--- config.mk ---
export PLATFORM = sky130hd
export DESIGN_NAME = smso_serial_override
export DESIGN_NICKNAME = d
export VERILOG_FILES = /design/src/smso_pkg.sv /design/src/smso_fifo.sv /design/src/smso_serial_override.sv
export SDC_FILE = /design/constraint.sdc
export NUM_CORES = 1
export LEC_CHECK = 0
export BUFFER_PORTS_ARGS = -buffer_cell sky130_fd_sc_hd__buf_2
export CAP_MARGIN = 20
export CORE_MARGIN = 5
export CORE_UTILIZATION = 55
export DETAILED_ROUTE_END_ITERATION = 8
export PLACE_DENSITY = 0.69
export SKIP_CTS_REPAIR_TIMING = 1
export SYNTH_ARGS = -nofsm -noshare
export SYNTH_HDL_FRONTEND = slang
export SYNTH_HIERARCHICAL = 1
export SYNTH_SLANG_ARGS = --single-unit
--- constraint.sdc ---
create_clock -name i_mclk -period 4.8 [get_ports i_mclk]
set_clock_uncertainty 0.05 [all_clocks]
set_input_delay 0.96 -clock i_mclk [delete_from_list [all_inputs] [get_ports i_mclk]]
set_output_delay 0.96 -clock i_mclk [all_outputs]
set_load 0.01 [all_outputs]
--- src/smso_pkg.sv ---
// Constants and types shared by the service-mode serial override block.
// Assumes a single 250 MHz clock; all pin inputs are asynchronous.
package smso_pkg;

  // Clock and timing
  localparam int CLK_HZ      = 250_000_000;
  localparam int CLK_KHZ     = CLK_HZ / 1000;
  localparam int CTS_MIN_MS  = 100;
  localparam int CTS_MAX_MS  = 500;
  // Least time, so exact multiple is used; stays far below the longest
  localparam int CTS_DLY_CYC = CLK_KHZ * CTS_MIN_MS;
  localparam int PWR_W       = 28;

  // Serial format
  localparam int SVC_BAUD = 38400;
  localparam int CNT_W    = 16;
  localparam int DATA_W   = 8;
  localparam int FIFO_DEP = 8;
  localparam logic [CNT_W-1:0] SVC_BIT_CYC = CNT_W'(CLK_HZ / SVC_BAUD);
  localparam logic [2:0] LAST_BIT = 3'h7;

  // Line levels; idle is high so an undriven pulled-up line is idle
  localparam logic LINE_IDLE  = 1'b1;
  localparam logic LINE_START = 1'b0;
  localparam logic LINE_STOP  = 1'b1;
  localparam logic PIN_ACTIVE = 1'b0;
  localparam logic PIN_IDLE   = 1'b1;

  typedef enum logic [1:0] {
    PWR_OFF, PWR_WAIT, PWR_GPIO, PWR_READY
  } smso_pwr_e;

  typedef enum logic [2:0] {
    SER_IDLE, SER_START, SER_DATA, SER_PAR, SER_STOP
  } smso_ser_e;

endpackage

--- src/smso_fifo.sv ---
// Small synchronous FIFO for received bytes.
// Assumes one clock; push and pop may happen in the same cycle.
`timescale 1ns/1ps
module smso_fifo #(
  parameter int WIDTH = smso_pkg::DATA_W,
  parameter int DEPTH = smso_pkg::FIFO_DEP
) (
  input  wire logic             i_mclk,
  input  wire logic             i_reset,
  input  wire logic [WIDTH-1:0] i_in_data,
  input  wire logic             i_in_valid,
  output logic                  o_in_ready,
  output logic      [WIDTH-1:0] o_out_data,
  output logic                  o_out_valid,
  input  wire logic             i_out_ready
);

  localparam int AW = $clog2(DEPTH);
  localparam logic [AW-1:0] LAST = AW'(DEPTH - 1);
  localparam logic [AW:0]   FULL = (AW + 1)'(DEPTH);

  typedef struct packed {
    logic [DEPTH-1:0][WIDTH-1:0] mem;
    logic [AW-1:0]               wp;
    logic [AW-1:0]               rp;
    logic [AW:0]                 cnt;
  } smso_fifo_s;

  smso_fifo_s q;
  smso_fifo_s d;
  logic       push;
  logic       pop;

  ////////////////////////////////////////////////////////////////////////
  // Handshakes straight from the count, so full and empty are exact
  assign o_in_ready  = (q.cnt != FULL);
  assign o_out_valid = (q.cnt != '0);
  assign o_out_data  = q.mem[q.rp];
  assign push        = i_in_valid && o_in_ready;
  assign pop         = o_out_valid && i_out_ready;

  // Next state; pointers wrap explicitly so any depth works
  always_comb begin
    d = q;
    if (push) begin
      d.mem[q.wp] = i_in_data;
      d.wp        = (q.wp == LAST) ? '0 : AW'(q.wp + 1'b1);
    end
    if (pop) begin
      d.rp = (q.rp == LAST) ? '0 : AW'(q.rp + 1'b1);
    end
    if (push && !pop) begin
      d.cnt = (AW + 1)'(q.cnt + 1'b1);
    end else if (pop && !push) begin
      d.cnt = (AW + 1)'(q.cnt - 1'b1);
    end
    if (i_reset) begin
      d = '0;
    end
  end

  // State register
  always_ff @(posedge i_mclk) begin
    q <= d;
  end

endmodule

--- src/smso_serial_override.sv ---
// Host serial port with startup gating and service-mode override.
// Assumes pins arrive asynchronous to i_mclk; configuration inputs come
// from stored settings on the same clock and are never written here.
`timescale 1ns/1ps

// Function
// Service low forces 38400 8N1 framing.
// Override never alters stored settings or mode.
// Service high restores configured framing.
// Service low forces command set enabled.
// Service input active low, idle high.
// Data and RTS inputs idle high.
// Drive receive data and CTS, active low.
// Enable low keeps serial off, CTS inactive.
// CTS ready 100 to 500 ms after enable.
// GPIOs active before CTS ready.
// Host holds inputs low 80 ms after disable.
module smso_serial_override #(
  parameter int P_CTS_DLY_CYC = smso_pkg::CTS_DLY_CYC
) (
  input  wire logic       i_mclk,
  input  wire logic       i_reset,
  input  wire logic       i_module_enable_input,
  input  wire logic       i_service_n,
  input  wire logic       i_host_tx_data_in_n,
  input  wire logic       i_host_request_to_send_in_n,
  input  wire logic [15:0] i_cfg_bit_cycles,
  input  wire logic       i_cfg_parity_en,
  input  wire logic       i_cfg_parity_odd,
  input  wire logic       i_cfg_two_stop,
  input  wire logic       i_cfg_cmd_set_en,
  input  wire logic [7:0] i_tx_data,
  input  wire logic       i_tx_valid,
  output logic            o_tx_ready,
  output logic      [7:0] o_rx_data,
  output logic            o_rx_valid,
  input  wire logic       i_rx_ready,
  output logic            o_rx_parity_err,
  output logic            o_rx_frame_err,
  output logic            o_rx_overrun,
  output logic            o_host_rx_data_out_n,
  output logic            o_host_clear_to_send_out_n,
  output logic            o_service_mode,
  output logic            o_config_command_set_en,
  output logic            o_gpio_active,
  output logic            o_link_ready
);

  typedef struct packed {
    // Two-stage synchronisers for the pins
    logic                                en_s1;
    logic                                en_s2;
    logic                                svc_s1;
    logic                                svc_s2;
    logic                                td_s1;
    logic                                td_s2;
    logic                                rts_s1;
    logic                                rts_s2;
    // Startup sequencing and service mode
    smso_pkg::smso_pwr_e                 pwr;
    logic [smso_pkg::PWR_W-1:0]          pwr_cnt;
    logic                                gpio;
    logic                                svc;
    logic                                cmd_en;
    // Receiver (host to device)
    smso_pkg::smso_ser_e                 rx_st;
    logic [smso_pkg::CNT_W-1:0]          rx_cnt;
    logic [smso_pkg::CNT_W-1:0]          rx_cyc;
    logic [2:0]                          rx_bit;
    logic [smso_pkg::DATA_W-1:0]         rx_sh;
    logic                                rx_pen;
    logic                                rx_podd;
    logic                                rx_pbad;
    logic                                rx_push;
    logic [smso_pkg::DATA_W-1:0]         rx_byte;
    logic                                perr;
    logic                                ferr;
    logic                                ovr;
    // Transmitter (device to host)
    smso_pkg::smso_ser_e                 tx_st;
    logic [smso_pkg::CNT_W-1:0]          tx_cnt;
    logic [smso_pkg::CNT_W-1:0]          tx_cyc;
    logic [2:0]                          tx_bit;
    logic [smso_pkg::DATA_W-1:0]         tx_sh;
    logic                                tx_pen;
    logic                                tx_par;
    logic                                tx_stop2;
    logic                                tx_line;
  } smso_state_s;

  smso_state_s q;
  smso_state_s d;
  logic        link_on;
  logic        rts_on;
  logic        fifo_in_ready;
  logic [smso_pkg::CNT_W-1:0] eff_cyc;
  logic        eff_pen;
  logic        eff_odd;
  logic        eff_stop2;

  // Parity bit of a byte, even or odd sense
  function automatic logic par_bit(input logic [7:0] b, input logic odd);
    par_bit = (^b) ^ odd;
  endfunction

  // Reload value for a bit period counter
  function automatic logic [smso_pkg::CNT_W-1:0] reload(
    input logic [smso_pkg::CNT_W-1:0] cyc);
    reload = smso_pkg::CNT_W'(cyc - 1'b1);
  endfunction

  ////////////////////////////////////////////////////////////////////////
  // Effective framing: service mode overrides, storage stays untouched
  always_comb begin
    if (q.svc) begin
      eff_cyc   = smso_pkg::SVC_BIT_CYC;
      eff_pen   = 1'b0;
      eff_odd   = 1'b0;
      eff_stop2 = 1'b0;
    end else begin
      eff_cyc   = i_cfg_bit_cycles;
      eff_pen   = i_cfg_parity_en;
      eff_odd   = i_cfg_parity_odd;
      eff_stop2 = i_cfg_two_stop;
    end
  end

  assign link_on = (q.pwr == smso_pkg::PWR_READY);
  assign rts_on  = (q.rts_s2 == smso_pkg::PIN_ACTIVE);

  ////////////////////////////////////////////////////////////////////////
  // Next state for synchronisers, startup, receiver and transmitter
  always_comb begin
    d = q;
    d.en_s1   = i_module_enable_input;
    d.en_s2   = q.en_s1;
    d.svc_s1  = i_service_n;
    d.svc_s2  = q.svc_s1;
    d.td_s1   = i_host_tx_data_in_n;
    d.td_s2   = q.td_s1;
    d.rts_s1  = i_host_request_to_send_in_n;
    d.rts_s2  = q.rts_s1;
    d.rx_push = 1'b0;
    d.perr    = 1'b0;
    d.ferr    = 1'b0;
    d.ovr     = 1'b0;

    // Service mode tracks the pin; only framing and command set change
    d.svc    = (q.svc_s2 == smso_pkg::PIN_ACTIVE);
    d.cmd_en = d.svc || i_cfg_cmd_set_en;

    // Startup: count the settle time, light GPIOs, then allow CTS
    if (!q.en_s2) begin
      d.pwr     = smso_pkg::PWR_OFF;
      d.pwr_cnt = '0;
    end else begin
      unique case (q.pwr)
        smso_pkg::PWR_OFF: begin
          d.pwr     = smso_pkg::PWR_WAIT;
          d.pwr_cnt = '0;
        end
        smso_pkg::PWR_WAIT: begin
          if (q.pwr_cnt == smso_pkg::PWR_W'(P_CTS_DLY_CYC - 1)) begin
            d.pwr = smso_pkg::PWR_GPIO;
          end else begin
            d.pwr_cnt = smso_pkg::PWR_W'(q.pwr_cnt + 1'b1);
          end
        end
        smso_pkg::PWR_GPIO: begin
          d.pwr = smso_pkg::PWR_READY;
        end
        smso_pkg::PWR_READY: begin
          d.pwr = smso_pkg::PWR_READY;
        end
      endcase
    end
    d.gpio = (d.pwr == smso_pkg::PWR_GPIO) ||
             (d.pwr == smso_pkg::PWR_READY);

    // Receiver; framing latched at the start edge so a mode change
    // mid-byte cannot split a character across two rates
    if (q.rx_st != smso_pkg::SER_IDLE && q.rx_cnt != '0) begin
      d.rx_cnt = smso_pkg::CNT_W'(q.rx_cnt - 1'b1);
    end else begin
      unique case (q.rx_st)
        smso_pkg::SER_IDLE: begin
          if (link_on && q.td_s2 == smso_pkg::LINE_START) begin
            d.rx_st   = smso_pkg::SER_START;
            d.rx_cyc  = eff_cyc;
            d.rx_pen  = eff_pen;
            d.rx_podd = eff_odd;
            d.rx_pbad = 1'b0;
            d.rx_cnt  = {1'b0, eff_cyc[smso_pkg::CNT_W-1:1]};
          end
        end
        smso_pkg::SER_START: begin
          // Mid-bit recheck rejects glitches on the line
          d.rx_st  = (q.td_s2 == smso_pkg::LINE_START) ?
                     smso_pkg::SER_DATA : smso_pkg::SER_IDLE;
          d.rx_bit = '0;
          d.rx_cnt = reload(q.rx_cyc);
        end
        smso_pkg::SER_DATA: begin
          d.rx_sh  = {q.td_s2, q.rx_sh[smso_pkg::DATA_W-1:1]};
          d.rx_bit = 3'(q.rx_bit + 1'b1);
          d.rx_cnt = reload(q.rx_cyc);
          if (q.rx_bit == smso_pkg::LAST_BIT) begin
            d.rx_st = q.rx_pen ? smso_pkg::SER_PAR : smso_pkg::SER_STOP;
          end
        end
        smso_pkg::SER_PAR: begin
          d.rx_pbad = (q.td_s2 != par_bit(q.rx_sh, q.rx_podd));
          d.rx_st   = smso_pkg::SER_STOP;
          d.rx_cnt  = reload(q.rx_cyc);
        end
        smso_pkg::SER_STOP: begin
          d.rx_st = smso_pkg::SER_IDLE;
          if (q.td_s2 != smso_pkg::LINE_STOP) begin
            d.ferr = 1'b1;
          end else if (!fifo_in_ready) begin
            d.ovr = 1'b1; // Byte dropped: host ignored CTS
          end else begin
            d.rx_push = 1'b1;
            d.rx_byte = q.rx_sh;
            d.perr    = q.rx_pbad;
          end
        end
        default: begin
          d.rx_st = smso_pkg::SER_IDLE;
        end
      endcase
    end
    if (!link_on) begin
      d.rx_st = smso_pkg::SER_IDLE;
    end

    // Transmitter; new byte only while the host asserts RTS
    if (q.tx_st != smso_pkg::SER_IDLE && q.tx_cnt != '0) begin
      d.tx_cnt = smso_pkg::CNT_W'(q.tx_cnt - 1'b1);
    end else begin
      unique case (q.tx_st)
        smso_pkg::SER_IDLE: begin
          if (o_tx_ready && i_tx_valid) begin
            d.tx_st    = smso_pkg::SER_START;
            d.tx_sh    = i_tx_data;
            d.tx_cyc   = eff_cyc;
            d.tx_pen   = eff_pen;
            d.tx_par   = par_bit(i_tx_data, eff_odd);
            d.tx_stop2 = eff_stop2;
            d.tx_line  = smso_pkg::LINE_START;
            d.tx_cnt   = reload(eff_cyc);
          end
        end
        smso_pkg::SER_START: begin
          d.tx_st   = smso_pkg::SER_DATA;
          d.tx_bit  = '0;
          d.tx_line = q.tx_sh[0];
          d.tx_cnt  = reload(q.tx_cyc);
        end
        smso_pkg::SER_DATA: begin
          d.tx_bit = 3'(q.tx_bit + 1'b1);
          d.tx_sh  = {1'b0, q.tx_sh[smso_pkg::DATA_W-1:1]};
          d.tx_cnt = reload(q.tx_cyc);
          if (q.tx_bit != smso_pkg::LAST_BIT) begin
            d.tx_line = q.tx_sh[1];
          end else if (q.tx_pen) begin
            d.tx_st   = smso_pkg::SER_PAR;
            d.tx_line = q.tx_par;
          end else begin
            d.tx_st   = smso_pkg::SER_STOP;
            d.tx_line = smso_pkg::LINE_STOP;
          end
        end
        smso_pkg::SER_PAR: begin
          d.tx_st   = smso_pkg::SER_STOP;
          d.tx_line = smso_pkg::LINE_STOP;
          d.tx_cnt  = reload(q.tx_cyc);
        end
        smso_pkg::SER_STOP: begin
          if (q.tx_stop2) begin
            d.tx_stop2 = 1'b0;
            d.tx_cnt   = reload(q.tx_cyc);
          end else begin
            d.tx_st = smso_pkg::SER_IDLE;
          end
        end
        default: begin
          d.tx_st = smso_pkg::SER_IDLE;
        end
      endcase
    end
    if (!link_on) begin
      d.tx_st   = smso_pkg::SER_IDLE;
      d.tx_line = smso_pkg::LINE_IDLE;
    end

    // Synchronous reset: pins assumed idle until sampled
    if (i_reset) begin
      d         = '0;
      d.svc_s1  = smso_pkg::PIN_IDLE;
      d.svc_s2  = smso_pkg::PIN_IDLE;
      d.td_s1   = smso_pkg::LINE_IDLE;
      d.td_s2   = smso_pkg::LINE_IDLE;
      d.rts_s1  = smso_pkg::PIN_IDLE;
      d.rts_s2  = smso_pkg::PIN_IDLE;
      d.tx_line = smso_pkg::LINE_IDLE;
    end
  end

  // State register
  always_ff @(posedge i_mclk) begin
    q <= d;
  end

  ////////////////////////////////////////////////////////////////////////
  // Received bytes buffered; a full buffer withdraws CTS from the host
  smso_fifo #(
    .WIDTH (smso_pkg::DATA_W),
    .DEPTH (smso_pkg::FIFO_DEP)
  ) u_rx_fifo (
    .i_mclk      (i_mclk),
    .i_reset     (i_reset || !link_on),
    .i_in_data   (q.rx_byte),
    .i_in_valid  (q.rx_push),
    .o_in_ready  (fifo_in_ready),
    .o_out_data  (o_rx_data),
    .o_out_valid (o_rx_valid),
    .i_out_ready (i_rx_ready)
  );

  // Outputs; CTS is a handshake so it may be combinational
  assign o_tx_ready = link_on && rts_on && (q.tx_st == smso_pkg::SER_IDLE);
  assign o_host_clear_to_send_out_n = (link_on && fifo_in_ready) ?
         smso_pkg::PIN_ACTIVE : smso_pkg::PIN_IDLE;
  assign o_host_rx_data_out_n    = q.tx_line;
  assign o_rx_parity_err         = q.perr;
  assign o_rx_frame_err          = q.ferr;
  assign o_rx_overrun            = q.ovr;
  assign o_service_mode          = q.svc;
  assign o_config_command_set_en = q.cmd_en;
  assign o_gpio_active           = q.gpio;
  assign o_link_ready            = link_on;

endmodule

; ---- After elaboration in Yosys (flattened, before gate mapping)
; Index checks and enable logic that the tools add are counted.
[op_classes]
magnitude_cmp = 3
n_mul = 0
reduce_logical = 61
mux = 47
addsub = 12
shift = 0
n_bitwise = 11
div = 0
eq_ne = 29
[ops]
columns = cell, count
row1 = 16-bit by 1-bit subtractor with 16-bit output (second input constant), 5
row2 = 35-bit 2-to-1 mux, 2
row3 = 64-bit bitwise mux, 1
row4 = 16-bit 2-to-1 mux, 4
row5 = 28-bit case mux with 2 select lines, 1
row6 = 16-bit case mux with 3 select lines, 1
row7 = 16-bit case mux with 2 select lines, 1
row8 = 16-bit nonzero test, 2
row9 = 30-bit 2-to-1 mux, 1
row10 = 28-bit by 1-bit adder with 28-bit output (second input constant), 1
row11 = 28-bit by 25-bit == test with 1-bit output (second input constant), 1
row12 = 28-bit 2-to-1 mux, 1
row13 = 8-bit binary-select mux with 3-bit select, 1
row14 = 8-bit demux with 3-bit select, 1
row15 = 3-bit AND reduction, 8
row16 = 3-bit 2-to-1 mux, 7
row17 = 8-bit 2-to-1 mux, 2
row18 = 8-bit case mux with 2 select lines, 1
row19 = 8-bit XOR reduction, 2
row20 = 3-bit == test (second input constant), 5
row21 = 3-bit case mux with 5 select lines, 1
row22 = 2-bit nonzero test, 7
row23 = 3-bit by 1-bit adder with 3-bit output (second input constant), 4
row24 = 3-bit by 2-bit == test with 1-bit output (second input constant), 4
row25 = other kinds (36), 99
[word_totals]
ramBits = 0
mem_count = 0
rom_bits = 0
latchBits = 0
register_bits = 226

; ---- Logic depth before layout (Yosys ltp)
[depth]
word_depth = 7
ltp_mapped = 11

; ---- Modules after synthesis
; The synthesis kept the hierarchy.
[by_module_without_submodules]
columns = module, instances, seq_area_each_um2, cells_per_inst, area_each_um2
row1 = smso_serial_override, 1, 3042.9, 1047, 8236.6
row2 = smso_fifo, 1, 1481.4, 314, 3422.0

; ---- Least setup slack after synthesis
; Ideal clock, no wire load.
[synth_timing]
path_type = register -> register
startpoint = register u_rx_fifo/q[0] (netlist bit)
endpoint = register u_rx_fifo/q[3] (netlist bit)
setup_ns = 0.121
synth_period_minus_slack_ns = 2.771
stages_incl_launch_ff = 12
setup_slack_ns = 2.029
t_arrival_ns = 2.600
cell_sequence = dfxtp_1 nor4b_4 inv_1 nand2_1 inv_1 ha_1 inv_1 ha_1 a21oi_1 a211oi_1 a31oi_1 mux2_2
[synth_via]
elab_chain_cells = 5
word_cells_on_any_way = 13
[synth_lines]
columns = element, line
row1 = from (decl), smso_fifo.sv:29  ; smso_fifo_s q;
row2 = from (signal assigned), smso_fifo.sv:64  ; q <= d;
row3 = 4-bit inequality test (*), smso_fifo.sv:36  ; assign o_in_ready = (q.cnt != FULL);
row4 = named net fifo_in_ready, smso_serial_override.sv:95  ; logic fifo_in_ready;
row5 = 1-bit logical AND (*), smso_fifo.sv:39  ; assign push = i_in_valid && o_in_ready;
row6 = named net u_rx_fifo.push, smso_fifo.sv:31  ; logic push;
row7 = 1-bit logical NOT, smso_fifo.sv:54  ; end else if (pop && !push) begin
row8 = 1-bit logical AND, smso_fifo.sv:54
row9 = 2-bit nonzero test (no line), --
; The timed path passes the listed nets; every way through them passes the cells marked *. The select of a mux whose other input is x is not followed.
; A chain may end at the register's enable or synchronous reset.

; ---- Final worst setup path
[layout_timing]
startpoint = register u_rx_fifo/q[5] (netlist bit)
endpoint = output o_rx_data[2]
[layout_via]
elab_chain_cells = 2
[layout_lines]
columns = element, line
row1 = 8-bit binary-select mux with 3-bit select, smso_fifo.sv:38  ; assign o_out_data = q.mem[q.rp];
row2 = 8-bit 2-to-1 mux (implied by the code), smso_fifo.sv:38
row3 = to (decl), smso_serial_override.sv:35  ; output logic [7:0] o_rx_data,
; No other way between the ends. The select of a mux whose other input is x is not followed.

==> key figures <==
Logic synthesis
  – EDFF count, synth: 0
  – Top cell type's share of synthesized area: 0.388
  – Syn Area/Cell: 8.57 um^2
  – Syn nets: 1417
  – FFs w/ async S/R, synth: 0
  – Seq/Total Area, Yosys: 0.388
  – Mapped Cells: 1361
  – Top cells by area, synth: dfxtp_1 39%, mux2i_1 7.3%, nor2_1 6.7%, xnor2_1 3.9%, nand2_1 3.7%
  – Mapped cell area: 0.0117 mm^2
  – Synthesized flop and latch total: 226
  – Synth Flop Type: dfxtp_1
  – Area leader, netlist: dfxtp_1
  – Post-synth cell types: 72
  – YS warnings: 6

Floorplan
  – Die H: 156 um
  – Num rows: 53
  – Initial Utilization: 0.556
  – Io pins: 55
  – Horiz. Die Dim: 156 um
  – Core area: 0.0210 mm^2
  – Die Area: 0.0242 mm^2

Global route
  – Met1 GRT Util: 0.315
  – Grt peak-use layer: met2
  – First-pass GRT wire length: 45400 um
  – Largest net degree at the start of global routing: 86
  – GR Overflow Total: 0
  – Met3 usage: 0.0319
  – Vias in the first global route: 9063
  – Total GRT Usage: 0.222
  – Initial antenna violation count: 0
  – Routing usage on met2: 0.358

Critical path
  – CP max-delay cell: dfxtp_1
  – Reg-to-reg slack, setup: 1660 ps
  – WP depth: 3
  – Crit-path max FO: 15
  – Cell Chain, Critical Path: mux4_2 -> mux2_2 -> buf_2
  – CP Buf/Inv Count: 1
  – Crit. Startpoint: u_rx_fifo/q[5]
  – Setup Crit Path Kind: reg2out
  – Startpoint Class: flip-flop
  – Critical path arrival: 2400 ps
  – Slowest cell delay on critical path: 840 ps
  – Reg2reg start: u_rx_fifo/q[0]
  – Worst R2R End: u_rx_fifo/q[3]
  – Reg2Reg Depth: 11
  – Critical Path Sink: o_rx_data[2]
  – Crit path required time: 3790 ps
  – Top cell family by delay on the critical path: multiplexers
  – Setup crit end kind: output pin

Drt
  – DRT iter0 DRCs: 549
  – Wirelength, routed: 27300 um
  – Avg WL per Cell: 16.5 um
  – Pre-Repair DR Iteration Count: 5
  – Remaining antenna violation count: 0
  – DR vias/cell: 5.89
  – Vias: 9726
  – DRC: 0

Timing
  – Setup TNS Final: 0 ps
  – Fin. Hold Viols: 0
  – Period minus WS final: 3410 ps
  – Final setup viols: 0
  – Worst-margin pin slew: 1000 ps
  – Fmax: 0.293 GHz
  – RSZ-0062 raised after global routing: no
  – Final Max Tran Viols: 0
  – Max-slew headroom: 0.324
  – Fin crit share: 0.711
  – Min Hold Slack: 365 ps

Outcome
  – Status: finished clean

Finish
  – Synth-to-Final Area Change: 9.48%
  – Share of cells above drive strength 1: 0.120
  – # fillers: 1860
  – # diodes: 0
  – Nets: 1422

Clock network
  – Clk root buf: clkbuf_16
  – Clock H-tree levels: 1
  – CTS tree: done
  – Clock tree buffer depth: 3
  – TritonCTS Buffers: 25
  – Clock transition at the registers of the reported paths: 60 ps
  – # clock sinks: 226
  – Clk Latency, worst-skew pair: 530 ps

Power and ir drop
  – Power share of the sequential group: 0.505
  – Power density cells: 293 mW/mm^2
  – Internal power: 2.93 mW
  – Leakage: 4.52 nW
  – Worst VDD drop: 0.000273 V
  – Sw Share: 0.216
  – Sw Pwr: 0.808 mW
  – Clock power frac: 0.470
  – Combinational share of power: 0.025

Hold path
  – Hold path cells: 1
  – Min-delay worst type: reg2reg

Flow run
  – MaxCap Viol Count: 0

Placement
  – Port Buf Inserts: 54
  – GPL Wtd Cong: 0.879
  – Post-DP HPWL: 18500 um
sequential cells by signal, summed over array words and instances, names as in the netlist:
register                 cells
q                          145
u_rx_fifo/q                 74
o_rx_frame_err               1
o_rx_parity_err              1
o_service_mode               1
o_host_rx_data_out_n         1
o_gpio_active                1
o_config_command_set_en      1
o_rx_overrun                 1
metrics by stage:
step	utilization	setup WS [ps]	instances	power, mW	area, um^2
after floorplan	-	2030	1361	1.98	11700
after global placement	0.571	1630	1610	2.02	12000
after detailed placement	0.571	1610	1610	2.02	12000
after CTS	0.606	1080	1648	3.78	12700
after global routing	0.609	1270	1652	3.86	12800
final	0.609	1390	1652	3.74	12800
cell usage in the layout, fill, tap and decap left out, types with 6 or more instances in the layout:
| master | n |
|---|---|
| dfxtp_1 | 226 |
| o22ai_1 | 15 |
| clkbuf_16 | 25 |
| mux2_2 | 11 |
| nor2_1 | 208 |
| mux2i_1 | 85 |
| clkbuf_1 | 6 |
| inv_1 | 27 |
| o21ai_0 | 44 |
| or4_1 | 12 |
| mux4_2 | 16 |
| nand4_1 | 22 |
| ha_1 | 19 |
| a31oi_1 | 10 |
| nor4_1 | 21 |
| xnor2_1 | 52 |
| a22oi_1 | 13 |
| nand2b_1 | 14 |
| nor3_1 | 43 |
| xor2_1 | 25 |
| nand2_1 | 116 |
| a21oi_1 | 84 |
| buf_2 | 53 |
| a211oi_1 | 33 |
| nand3_1 | 21 |
| or3_1 | 17 |
| or2_2 | 12 |
| o211ai_1 | 7 |
| nor4b_1 | 6 |
| o32ai_1 | 7 |
| nor2b_1 | 19 |
| buf_4 | 13 |
routing by layer:
layer / vias to the layer above / part of all wire
met5: - / 0
met2: 213 / 0.47
met1: 4621 / 0.47
li1: 4849 / -
met3: 43 / 0.045
met4: 0 / 0.020
cell usage after synthesis, types with 3 or more instances:
| cell type | count |
|---|---|
| mux2_2 | 11 |
| a211oi_1 | 33 |
| nor4b_1 | 8 |
| or4_1 | 12 |
| nor4_1 | 21 |
| clkbuf_1 | 66 |
| a21oi_1 | 84 |
| nand2_1 | 116 |
| or2_2 | 12 |
| ha_1 | 19 |
| nor2_1 | 209 |
| xor2_1 | 25 |
| a22oi_1 | 13 |
| o31ai_1 | 4 |
| nor2b_1 | 19 |
| mux2i_1 | 85 |
| o22ai_1 | 15 |
| or3_1 | 17 |
| o21ai_0 | 44 |
| o221ai_1 | 4 |
| nand2b_1 | 14 |
| buf_6 | 4 |
| inv_1 | 28 |
| a31oi_1 | 10 |
| mux4_2 | 16 |
| nor4_2 | 3 |
| o211ai_1 | 7 |
| nand4_1 | 22 |
| and2_1 | 5 |
| dfxtp_1 | 226 |
| nand3b_1 | 5 |
| o32ai_1 | 7 |
| nor3b_1 | 5 |
| a221oi_1 | 3 |
| and3_1 | 5 |
| and4_1 | 3 |
| nor3_1 | 45 |
| buf_4 | 8 |
| buf_1 | 4 |
| nand3_1 | 21 |
| buf_2 | 8 |
| xnor2_1 | 52 |
cell families after synthesis:
| group | after synthesis | synth area share |
|---|---|---|
| and+or+nand+nor | 560 | 0.239 |
| xor gates and xnor gates | 77 | 0.0578 |
| muxes | 112 | 0.115 |
| buffers and inverters | 118 | 0.0440 |
| DFF | 226 | 0.388 |
| adders and majority gates | 20 | 0.0221 |
| AOI/OAI and AO/OA | 248 | 0.134 |
worst min-delay path by stage:
stage	from	to
final	q[147]	q[146]
after global routing	q[147]	q[146]
after detailed placement	q[147]	q[146]
after CTS	q[147]	q[146]
after global placement	q[147]	q[146]
after floorplan	q[148]	o_service_mode
cell type report:
| cell class | count | area (um^2) | share of cell area |
|---|---|---|---|
| Timing Repair Buffer | 68 | 410 | 0.0322 |
| Clock buffer | 35 | 703 | 0.0551 |
| Tap cell | 275 | 344 | 0.0270 |
| Inverter | 28 | 105 | 0.00823 |
| Clock inverter | 3 | 30.0 | 0.00235 |
| Sequential cell | 226 | 4520 | 0.354 |
| Multi-Input combinational cell | 1017 | 6650 | 0.521 |
power groups by stage:
stage / Clock (mW) / Sequential, mW / Combinational [mW]
floorplan: 0 / 1.92 / 0.0562
global placement: 0 / 1.93 / 0.0933
detailed placement: 0 / 1.93 / 0.0933
CTS: 1.81 / 1.88 / 0.0938
global route: 1.88 / 1.88 / 0.101
finish: 1.76 / 1.88 / 0.0937
No activity file was read; power rests on OpenSTA's default activity.
